$ cat config.mk
export PLATFORM = sky130hd
export DESIGN_NAME = epc_cmd
export DESIGN_NICKNAME = d
export VERILOG_FILES = /design/src/core/epc_cmd.v /design/src/core/epc_key_check.v
export VERILOG_INCLUDE_DIRS = /design/src /design/src/core
export SDC_FILE = /design/constraint.sdc
export NUM_CORES = 1
export LEC_CHECK = 0
export BUFFER_PORTS_ARGS = -buffer_cell sky130_fd_sc_hd__buf_2
export CORE_ASPECT_RATIO = 0.75
export CORE_MARGIN = 1.5
export CORE_UTILIZATION = 47
export DETAILED_ROUTE_END_ITERATION = 6
export GPL_ROUTABILITY_DRIVEN = 0
export PLACE_DENSITY_LB_ADDON = 0.2
export RECOVER_POWER = 50
export SYNTH_ARGS = -nofsm -noshare
export SYNTH_HDL_FRONTEND = slang
export SYNTH_SLANG_ARGS = --single-unit
$ cat constraint.sdc
create_clock -name I_CORE_CLK -period 7 [get_ports I_CORE_CLK]
set_input_delay 0.35 -clock I_CORE_CLK [delete_from_list [all_inputs] [get_ports I_CORE_CLK]]
set_output_delay 0.35 -clock I_CORE_CLK [all_outputs]
set_load 0.01 [all_outputs]
$ cat src/core/epc_consts.vh
// Purpose: constants for the encoder parameter-channel command interpreter
// Assumes: frames arrive already de-serialised as bytes with parity/checksum flags
// Notes: status codes, command bytes, key default and position width live here only
//
// Summary of operation
// - status code 00h means no fault detected
// - codes 01h..06h report initialization faults
// - after a watchdog-forced reset, status reports 07h
// - frame faults: 09h parity, 0Ah checksum, 0Bh command, 0Ch count, 0Dh argument
// - data faults: 0Eh protected, 0Fh access code, 10h size, 11h address, 12h field
// - 1Fh speed too high, 20h singleturn unreliable, position-class 01h analog
// - 1Ch analog monitor, 1Dh current/RAM, 1Eh temperature, 08h counter overflow
// - decode field commands 4Ah..4Eh and counter commands 46h, 47h, 49h
// - decode 50h status, 52h type, 53h reset, 56h serial/version
// - 43h, 55h, 57h carry a protection key byte that is checked
// - protection key defaults to 55h
// - read position 42h returns a 15-bit absolute position
`ifndef EPC_CONSTS_VH
`define EPC_CONSTS_VH

`define EPC_ST_OK 8'h00
`define EPC_ST_INIT_ALIGN 8'h01
`define EPC_ST_INIT_CKSUM 8'h06
`define EPC_ST_WDOG 8'h07
`define EPC_ST_CNT_OVF 8'h08
`define EPC_ST_PARITY 8'h09
`define EPC_ST_CKSUM 8'h0A
`define EPC_ST_UNK_CMD 8'h0B
`define EPC_ST_COUNT 8'h0C
`define EPC_ST_ARG 8'h0D
`define EPC_ST_PROTECT 8'h0E
`define EPC_ST_ACCESS 8'h0F
`define EPC_ST_SIZE 8'h10
`define EPC_ST_ADDR 8'h11
`define EPC_ST_NOFIELD 8'h12
`define EPC_ST_ANALOG 8'h01
`define EPC_ST_SPEED 8'h1F
`define EPC_ST_SINGLE 8'h20
`define EPC_ST_MONITOR 8'h1C
`define EPC_ST_CURRENT 8'h1D
`define EPC_ST_TEMP 8'h1E

`define EPC_CMD_RD_POS 8'h42
`define EPC_CMD_SET_POS 8'h43
`define EPC_CMD_RD_ANA 8'h44
`define EPC_CMD_RD_CNT 8'h46
`define EPC_CMD_INC_CNT 8'h47
`define EPC_CMD_CLR_CNT 8'h49
`define EPC_CMD_RD_DATA 8'h4A
`define EPC_CMD_WR_DATA 8'h4B
`define EPC_CMD_FLD_STAT 8'h4C
`define EPC_CMD_MK_FLD 8'h4D
`define EPC_CMD_MEM_FREE 8'h4E
`define EPC_CMD_CHG_CODE 8'h4F
`define EPC_CMD_RD_STAT 8'h50
`define EPC_CMD_RD_TYPE 8'h52
`define EPC_CMD_RESET 8'h53
`define EPC_CMD_SET_ADDR 8'h55
`define EPC_CMD_RD_SERIAL 8'h56
`define EPC_CMD_CFG_IF 8'h57

`define EPC_KEY_DEFAULT 8'h55
// arbitrary neutral type label, not any real part's code
`define EPC_TYPE_LABEL 8'h5A
`define EPC_POS_W 15
`define EPC_RSP_MAX 4'h4
// analog read channels that the read-analog command accepts
`define EPC_ANA_CH_TEMP 8'h48
`define EPC_ANA_CH_ALT 8'hF0
// length marker for a command byte that is not decoded
`define EPC_LEN_UNK 4'hF

`endif

$ cat src/core/epc_cmd.v
// Purpose: command decode and status reporting for the encoder parameter channel
// Assumes: a byte deframer on the same clock presents one whole frame per strobe
// Notes: response is a short byte list; status latch keeps the latest fault
`default_nettype none
`include "epc_consts.vh"

module epc_cmd (
   input wire I_CORE_CLK,
   input wire I_RESET_N,
   // one-cycle strobe: a complete received frame
   input wire i_frm_valid,
   input wire [7:0] i_frm_cmd,
   input wire [3:0] i_frm_len,
   input wire [7:0] i_frm_arg0,
   input wire [7:0] i_frm_arg1,
   input wire [7:0] i_frm_arg2,
   input wire i_frm_parity_err,
   input wire i_frm_cksum_err,
   // fault events, each a one-cycle pulse; the fault pulse carries an 8-bit code, the watchdog reset none
   input wire i_fault_valid,
   input wire [7:0] i_fault_code,
   input wire i_wdog_reset,
   input wire [`EPC_POS_W-1:0] i_position,
   input wire [7:0] i_analog,
   input wire [7:0] i_counter_lo,
   input wire i_fld_err_valid,
   input wire [7:0] i_fld_err_code,
   input wire [7:0] i_serial,
   // command execution strobes toward the rest of the device
   output wire o_set_pos,
   output wire o_cnt_inc,
   output wire o_cnt_clr,
   output wire o_fld_req,
   output wire [7:0] o_fld_cmd,
   output wire o_dev_reset,
   output wire o_set_addr,
   output wire o_cfg_if,
   // response bytes
   output reg o_rsp_valid,
   output reg [3:0] o_rsp_len,
   output reg [7:0] o_rsp_b0,
   output reg [7:0] o_rsp_b1,
   output reg [7:0] o_rsp_b2,
   output reg [7:0] o_status
);
   // ----------------------------------------------------------------
   // command classification
   // ----------------------------------------------------------------
   function is_keyed;
      input [7:0] c;
      begin
         is_keyed = (c == `EPC_CMD_SET_POS) | (c == `EPC_CMD_SET_ADDR) |
            (c == `EPC_CMD_CFG_IF) | (c == `EPC_CMD_CHG_CODE);
      end
   endfunction

   // expected data bytes after the command byte, or the unknown marker
   function [3:0] arg_count;
      input [7:0] c;
      begin
         case (c)
            `EPC_CMD_RD_POS, `EPC_CMD_RD_STAT, `EPC_CMD_RD_TYPE,
            `EPC_CMD_RESET, `EPC_CMD_RD_SERIAL, `EPC_CMD_MEM_FREE: arg_count = 4'h0;
            `EPC_CMD_RD_CNT, `EPC_CMD_INC_CNT, `EPC_CMD_CLR_CNT: arg_count = 4'h0;
            `EPC_CMD_RD_ANA, `EPC_CMD_FLD_STAT, `EPC_CMD_SET_ADDR: arg_count = 4'h1;
            `EPC_CMD_RD_DATA, `EPC_CMD_MK_FLD, `EPC_CMD_CFG_IF: arg_count = 4'h2;
            `EPC_CMD_WR_DATA, `EPC_CMD_SET_POS, `EPC_CMD_CHG_CODE: arg_count = 4'h3;
            default: arg_count = `EPC_LEN_UNK;
         endcase
      end
   endfunction

   wire keyed = is_keyed(i_frm_cmd);
   wire [3:0] want = arg_count(i_frm_cmd);
   wire key_ok;
   wire chg_code_ok;

   epc_key_check u_key (
      .i_clk(I_CORE_CLK),
      .i_reset_n(I_RESET_N),
      .i_check(i_frm_valid & keyed),
      .i_key(i_frm_arg0),
      .i_load(chg_code_ok),
      .i_new_key(i_frm_arg2),
      .o_key_ok(key_ok)
   );

   // ----------------------------------------------------------------
   // frame judgement, in priority order
   // ----------------------------------------------------------------
   reg [7:0] frm_err;
   always @* begin
      frm_err = `EPC_ST_OK;
      if (i_frm_parity_err) begin
         frm_err = `EPC_ST_PARITY;
      end else if (i_frm_cksum_err) begin
         frm_err = `EPC_ST_CKSUM;
      end else if (want == `EPC_LEN_UNK) begin
         frm_err = `EPC_ST_UNK_CMD;
      end else if (i_frm_len != want) begin
         frm_err = `EPC_ST_COUNT;
      end else if (keyed && !key_ok) begin
         // a bad key is a wrong access code on code changes, bad argument otherwise
         frm_err = (i_frm_cmd == `EPC_CMD_CHG_CODE) ? `EPC_ST_ACCESS : `EPC_ST_ARG;
      end else if (i_frm_cmd == `EPC_CMD_RD_ANA && i_frm_arg0 != `EPC_ANA_CH_TEMP &&
            i_frm_arg0 != `EPC_ANA_CH_ALT) begin
         frm_err = `EPC_ST_ARG;
      end
   end

   wire good = i_frm_valid & (frm_err == `EPC_ST_OK);
   wire is_cmd_chg = i_frm_cmd == `EPC_CMD_CHG_CODE;
   assign chg_code_ok = good & is_cmd_chg;

   assign o_set_pos = good & (i_frm_cmd == `EPC_CMD_SET_POS);
   assign o_set_addr = good & (i_frm_cmd == `EPC_CMD_SET_ADDR);
   assign o_cfg_if = good & (i_frm_cmd == `EPC_CMD_CFG_IF);
   assign o_cnt_inc = good & (i_frm_cmd == `EPC_CMD_INC_CNT);
   assign o_cnt_clr = good & (i_frm_cmd == `EPC_CMD_CLR_CNT);
   assign o_dev_reset = good & (i_frm_cmd == `EPC_CMD_RESET);
   assign o_fld_req = good & (i_frm_cmd >= `EPC_CMD_RD_DATA) &
      (i_frm_cmd <= `EPC_CMD_MEM_FREE);
   assign o_fld_cmd = i_frm_cmd;

   // ----------------------------------------------------------------
   // status latch
   // ----------------------------------------------------------------
   // holds the latest nonzero code; a read returns it and clears it, but a
   // fault landing in the same cycle as the read is kept
   reg [7:0] next_status;
   always @* begin
      next_status = o_status;
      if (good && i_frm_cmd == `EPC_CMD_RD_STAT) begin
         next_status = `EPC_ST_OK;
      end
      if (i_frm_valid && frm_err != `EPC_ST_OK) begin
         next_status = frm_err;
      end
      if (i_fld_err_valid && i_fld_err_code != `EPC_ST_OK) begin
         next_status = i_fld_err_code;
      end
      if (i_fault_valid && i_fault_code != `EPC_ST_OK) begin
         next_status = i_fault_code;
      end
      if (i_wdog_reset) begin
         next_status = `EPC_ST_WDOG;
      end
   end

   always @(posedge I_CORE_CLK) begin
      if (!I_RESET_N) begin
         o_status <= `EPC_ST_OK;
      end else begin
         o_status <= next_status;
      end
   end

   // ----------------------------------------------------------------
   // response builder
   // ----------------------------------------------------------------
   // error frames answer with the error code alone; field commands answer
   // from the data-field logic, so they produce no response here
   reg [3:0] next_len;
   reg [7:0] next_b0;
   reg [7:0] next_b1;
   reg [7:0] next_b2;
   always @* begin
      next_len = 4'h0;
      next_b0 = 8'h00;
      next_b1 = 8'h00;
      next_b2 = 8'h00;
      if (i_frm_valid && frm_err != `EPC_ST_OK) begin
         next_len = 4'h1;
         next_b0 = frm_err;
      end else if (good) begin
         case (i_frm_cmd)
            `EPC_CMD_RD_POS: begin
               next_len = 4'h2;
               next_b0 = {1'b0, i_position[`EPC_POS_W-1:8]};
               next_b1 = i_position[7:0];
            end
            `EPC_CMD_RD_ANA: begin
               next_len = 4'h1;
               next_b0 = i_analog;
            end
            `EPC_CMD_RD_CNT: begin
               next_len = 4'h1;
               next_b0 = i_counter_lo;
            end
            `EPC_CMD_RD_STAT: begin
               next_len = 4'h1;
               next_b0 = o_status;
            end
            `EPC_CMD_RD_TYPE: begin
               next_len = 4'h1;
               next_b0 = `EPC_TYPE_LABEL;
            end
            `EPC_CMD_RD_SERIAL: begin
               next_len = 4'h1;
               next_b0 = i_serial;
            end
            `EPC_CMD_SET_POS, `EPC_CMD_INC_CNT, `EPC_CMD_CLR_CNT, `EPC_CMD_RESET,
            `EPC_CMD_SET_ADDR, `EPC_CMD_CFG_IF, `EPC_CMD_CHG_CODE: begin
               next_len = 4'h1;
               next_b0 = i_frm_cmd;
            end
            default: begin
               next_len = 4'h0;
            end
         endcase
      end
   end

   always @(posedge I_CORE_CLK) begin
      if (!I_RESET_N) begin
         o_rsp_valid <= 1'b0;
         o_rsp_len <= 4'h0;
         o_rsp_b0 <= 8'h00;
         o_rsp_b1 <= 8'h00;
         o_rsp_b2 <= 8'h00;
      end else begin
         o_rsp_valid <= next_len != 4'h0;
         o_rsp_len <= next_len;
         o_rsp_b0 <= next_b0;
         o_rsp_b1 <= next_b1;
         o_rsp_b2 <= next_b2;
      end
   end
endmodule
`default_nettype wire

$ cat src/core/epc_key_check.v
// Purpose: protection key store and check for vital-setting commands
// Assumes: key byte given with the command; new key applied on change request
// Notes: key resets to its delivered default
`default_nettype none
`include "epc_consts.vh"

module epc_key_check (
   input wire i_clk,
   input wire i_reset_n,
   input wire i_check,
   input wire [7:0] i_key,
   input wire i_load,
   input wire [7:0] i_new_key,
   output wire o_key_ok
);
   reg [7:0] key;

   always @(posedge i_clk) begin
      if (!i_reset_n) begin
         key <= `EPC_KEY_DEFAULT;
      end else if (i_load) begin
         key <= i_new_key;
      end
   end

   assign o_key_ok = i_check & (i_key == key);
endmodule
`default_nettype wire

==> results <==
- Summing the areas of all compound-gate instances in the mapped netlist gives 29.2% of the synthesized area.
- After detailed routing, the average wire length per cell comes to 15.6 µm.
- The fraction of layout cells with a size suffix above 1 is 28.8%.
- Each instance of the synthesized netlist takes up on average 7.86 µm².
- After synthesis the cells add up to approximately 2500 µm².
- The library cell with the highest instance count after synthesis is sky130_fd_sc_hd__dfxtp_1.
- The residual overflow from global routing is 0.
- The DRC violation count after routing is 0.
- The clock transition time at the flip-flop clock pins of the worst setup and hold paths is around 0.07 ns.
- The pre-antenna-repair detailed-routing pass consisted of 5 iterations.
- The worst-case IR drop observed on VDD is 0.000101 V.
- For this run, the number of Yosys warnings is 0.
- The post-cts sizing count is 0.
- The critical setup path kind is in2out.
- The final total power is 481 µW.
- The placed cell count is 502.
- Of all nets on the critical path, the largest fanout is 18.
- The final hold violation count is 0.
- The clock arrives with 0.00264 ns of skew.
- By area the synthesized netlist is led by sky130_fd_sc_hd__dfxtp_1 (28%), sky130_fd_sc_hd__buf_4 (5.7%), sky130_fd_sc_hd__a21oi_1 (3.8%), sky130_fd_sc_hd__nand2_1 (3.6%), sky130_fd_sc_hd__o21ai_0 (3.4%).
- In this run the most critical hold path is launched from i_position[3].
- The global routing stage identified its most utilized layer as met2.
- The global-route wire length before repair is 12.0 mm.
- The cts-stage hold buffer count is 0.
- In this run the tightest slew margin relative to its limit is -25.0%.
- The die span in y is 66.4 µm.
- Based on the critical path, the design can be clocked at up to ~200 MHz.
- Clock tree synthesis selected as its root buffer the cell sky130_fd_sc_hd__clkbuf_8.
- The DRC marker count from the first detailed-route iteration is approximately 260.
- The checks that failed: max-capacitance violations, max-slew violations.
- After Yosys synthesis, full adders, half adders and majority gates account for 0% of the synthesized area.
- The share of cell area taken by muxes after synthesis is 0.398%.
- In the synthesized netlist, the number of instances is 320.
- The worst setup path is launched from a primary input.
- The all-layer global routing usage is 26.6%.
- In this run the tool buffered the top-level ports with 132 buffer cells.
- The later pin in the worst-skew pair is clocked with a latency of 0.29 ns.
- For the worst setup path, the data arrival time is about 4.7 ns.
- The count of pins on the block boundary is 151.
- The run finished, with violations left.
- Setup repair after global routing left no endpoint under its margin.
- For the pin with the worst max-slew slack, the measured transition is roughly 1.9 ns.
- After synthesis, the most frequently instantiated cells are sky130_fd_sc_hd__dfxtp_1 (35), sky130_fd_sc_hd__nand2_1 (24), sky130_fd_sc_hd__nor2_1 (21).
- In this run the power density over the cells is roughly 150 nW/µm².
- The number of flip-flops and latches in the synthesized netlist is 35.
- The number of enable-type register cells in the synthesized netlist is 0.
- Max-cap violations in this run came to 1.
- The initialized floorplan defines 22 standard-cell rows.
- The via count of the first global-routing pass was 2474.
- The cell accounting for the most synthesized area is sky130_fd_sc_hd__dfxtp_1.
- The number of nets still failing antenna checks after routing is 0.
- The largest net degree at the start of global routing is 23.
- The initial core utilization is between 50% and 60%.
- The max-slew violation total from the final report is 17.
- The required time of the critical path is 6.65 ns.
- The path type of the worst min-delay path is in2reg.
- The H-tree generated during clock tree synthesis spans 2 levels.
- Global routing consumed, on the met1 layer, 38.5% of the routing resources.
- The x dimension of the die is between 80 and 90 µm.
- Yosys mapped the design onto 65 distinct sky130hd cell types.
- In this run the static leakage power is 1.26 nW.
- The register area share after synthesis is between 20% and 30%.
- The most used flip-flop cell after synthesis is sky130_fd_sc_hd__dfxtp_1.
- TritonCTS built the clock tree.
- The number of antenna violations at the first check in global routing is 0.
- After synthesis, the share of flip-flops with an asynchronous set or reset is 0%.
- The final non-filler cell total is 510.
- The fraction of synthesized cell area taken by the top area cell type is 27.9%.
- The number of buffers added by the clock tree synthesis step is 5.
- After legalization and detailed placement, the total HPWL measured about 6.2 mm.
- The total of endpoints with negative setup slack in the final report is 0.
- The xor/xnor share of the synthesized area is 3.13%.
- The final period utilization is 72.6%.
- For this block, the via count after detailed routing is 2936.
- The TritonCTS sink count is 35.
- The met2 global-route usage is 40.4%.
- The worst register-to-register path begins at u_key.key[7]$_SDFFE_PN0P_.
- The startpoint of the worst setup timing path is i_frm_cmd[1].
- 0 antenna diodes ended up in the layout.
- From synthesis to final layout, the design area changed by 26.1%.
- By area, the combinational part of the netlist is dominated by simple AND/OR/NAND/NOR gates.
- No sink is reached through more buffers than the 2 on the longest clock path.
- The total number of nets in the final design is 536.
- The final layout contains routed wiring with a total length of 7.95 mm.
- Global routing used about 5.7% of the available met3 tracks.
- After routing, the total negative slack on setup checks comes to 0 ns.
- The floorplan step defined a die boundary enclosing 5800 µm².
- STA classifies the critical path endpoint as an output pin.
- The per-cell via count in the routed design is 5.76.
- The time the worst path needs with I/O delays and setup is 5.08 ns.
- After floorplanning, the core was sized to cover 5010 µm².
- The basic-gate share of the synthesized area counting and, or, nand and nor cells is a little under a third.
- After clock tree synthesis, the setup repair step added 0 buffers.
-- cells by family after synthesis --
logic type                after synthesis
and+or+nand+nor                       135
muxes                                   1
DFF                                    35
other                                   1
buffers and inverters                  41
xor gates and xnor gates                9
AOI/OAI and AO/OA                      98
-- cell usage in the layout (no fill, tap or decap), drive strengths merged, types with 3 or more instances in the layout --
cell type  count
a2111oi        5
nor3          14
nand2         25
a211oi         6
buf          100
nand2b         7
or3b           3
a21oi         20
o21ai         20
or4            7
a221oi         7
or2            5
clkbuf        40
and2           8
a222oi         6
inv            7
a22oi          3
a31oi         12
nand4          6
dfxtp         35
nand3         17
conb          10
nor4           9
nor2          21
xor2           8
-- worst paths after layout --
kind	end	cells past startpoint	slack (ns)
worst min-delay path	o_rsp_b1[3]$_SDFF_PP0_	2	0.25
worst max register to register	o_status[3]$_SDFFE_PP0P_	7	3.15
worst min register to register	u_key.key[7]$_SDFFE_PN0P_	2	0.48
worst max-delay path	o_set_pos	9	1.92
-- registers in the layout, indices dropped and copies added, names as in the netlist --
name and flops:
o_rsp_valid 1, o_rsp_b1 8, o_status 8, o_rsp_b0 8, u_key.key 8, o_rsp_len 2
-- worst max-delay path, stage by stage --
cell and delay, ns:
sky130_fd_sc_hd__clkbuf_1 0.47, sky130_fd_sc_hd__inv_1 0.26, sky130_fd_sc_hd__a32oi_1 0.53, sky130_fd_sc_hd__nand4b_1 0.16, sky130_fd_sc_hd__o211a_1 0.35, sky130_fd_sc_hd__a211oi_1 1.50, sky130_fd_sc_hd__nand2_1 0.58, sky130_fd_sc_hd__nor4_1 0.33
sky130_fd_sc_hd__buf_2 0.19
-- layout make-up --
cell class	count	area [µm²]
Timing Repair Buffer	135	639
Fill cell	525	1840
Multi-Input combinational cell	253	1600
Tap cell	72	90.1
Clock inverter	3	43.8
Clock buffer	5	68.8
Inverter	7	26.3
Sequential cell	35	701
-- report_power, final --
group	total, mW	switching [mW]	internal (mW)
logic	0.0918	0.0539	0.0379
registers	0.207	0.00355	0.203
clock network	0.182	0.0764	0.106
-- metal layers --
layer | up-vias | part of all wire [%] | wire [µm]
met5 | - | 0 | 0
met1 | 1334 | 45 | 3590
met3 | 6 | 10 | 834
met2 | 157 | 44 | 3470
met4 | 0 | 0.65 | 52
li1 | 1439 | - | -
-- per-stage QoR --
stage	setup slack, ns	area [µm²]	util (%)	hold slack [ns]
after floorplan	4.23	2550	-	0.446
after global placement	3.29	3120	62.2	0.468
after detailed placement	3.28	3120	62.2	0.466
after CTS	3.24	3230	64.4	0.249
after global routing	1.65	3170	63.3	0.261
final	1.92	3170	63.3	0.253
Power figures use the tool's default switching activity.
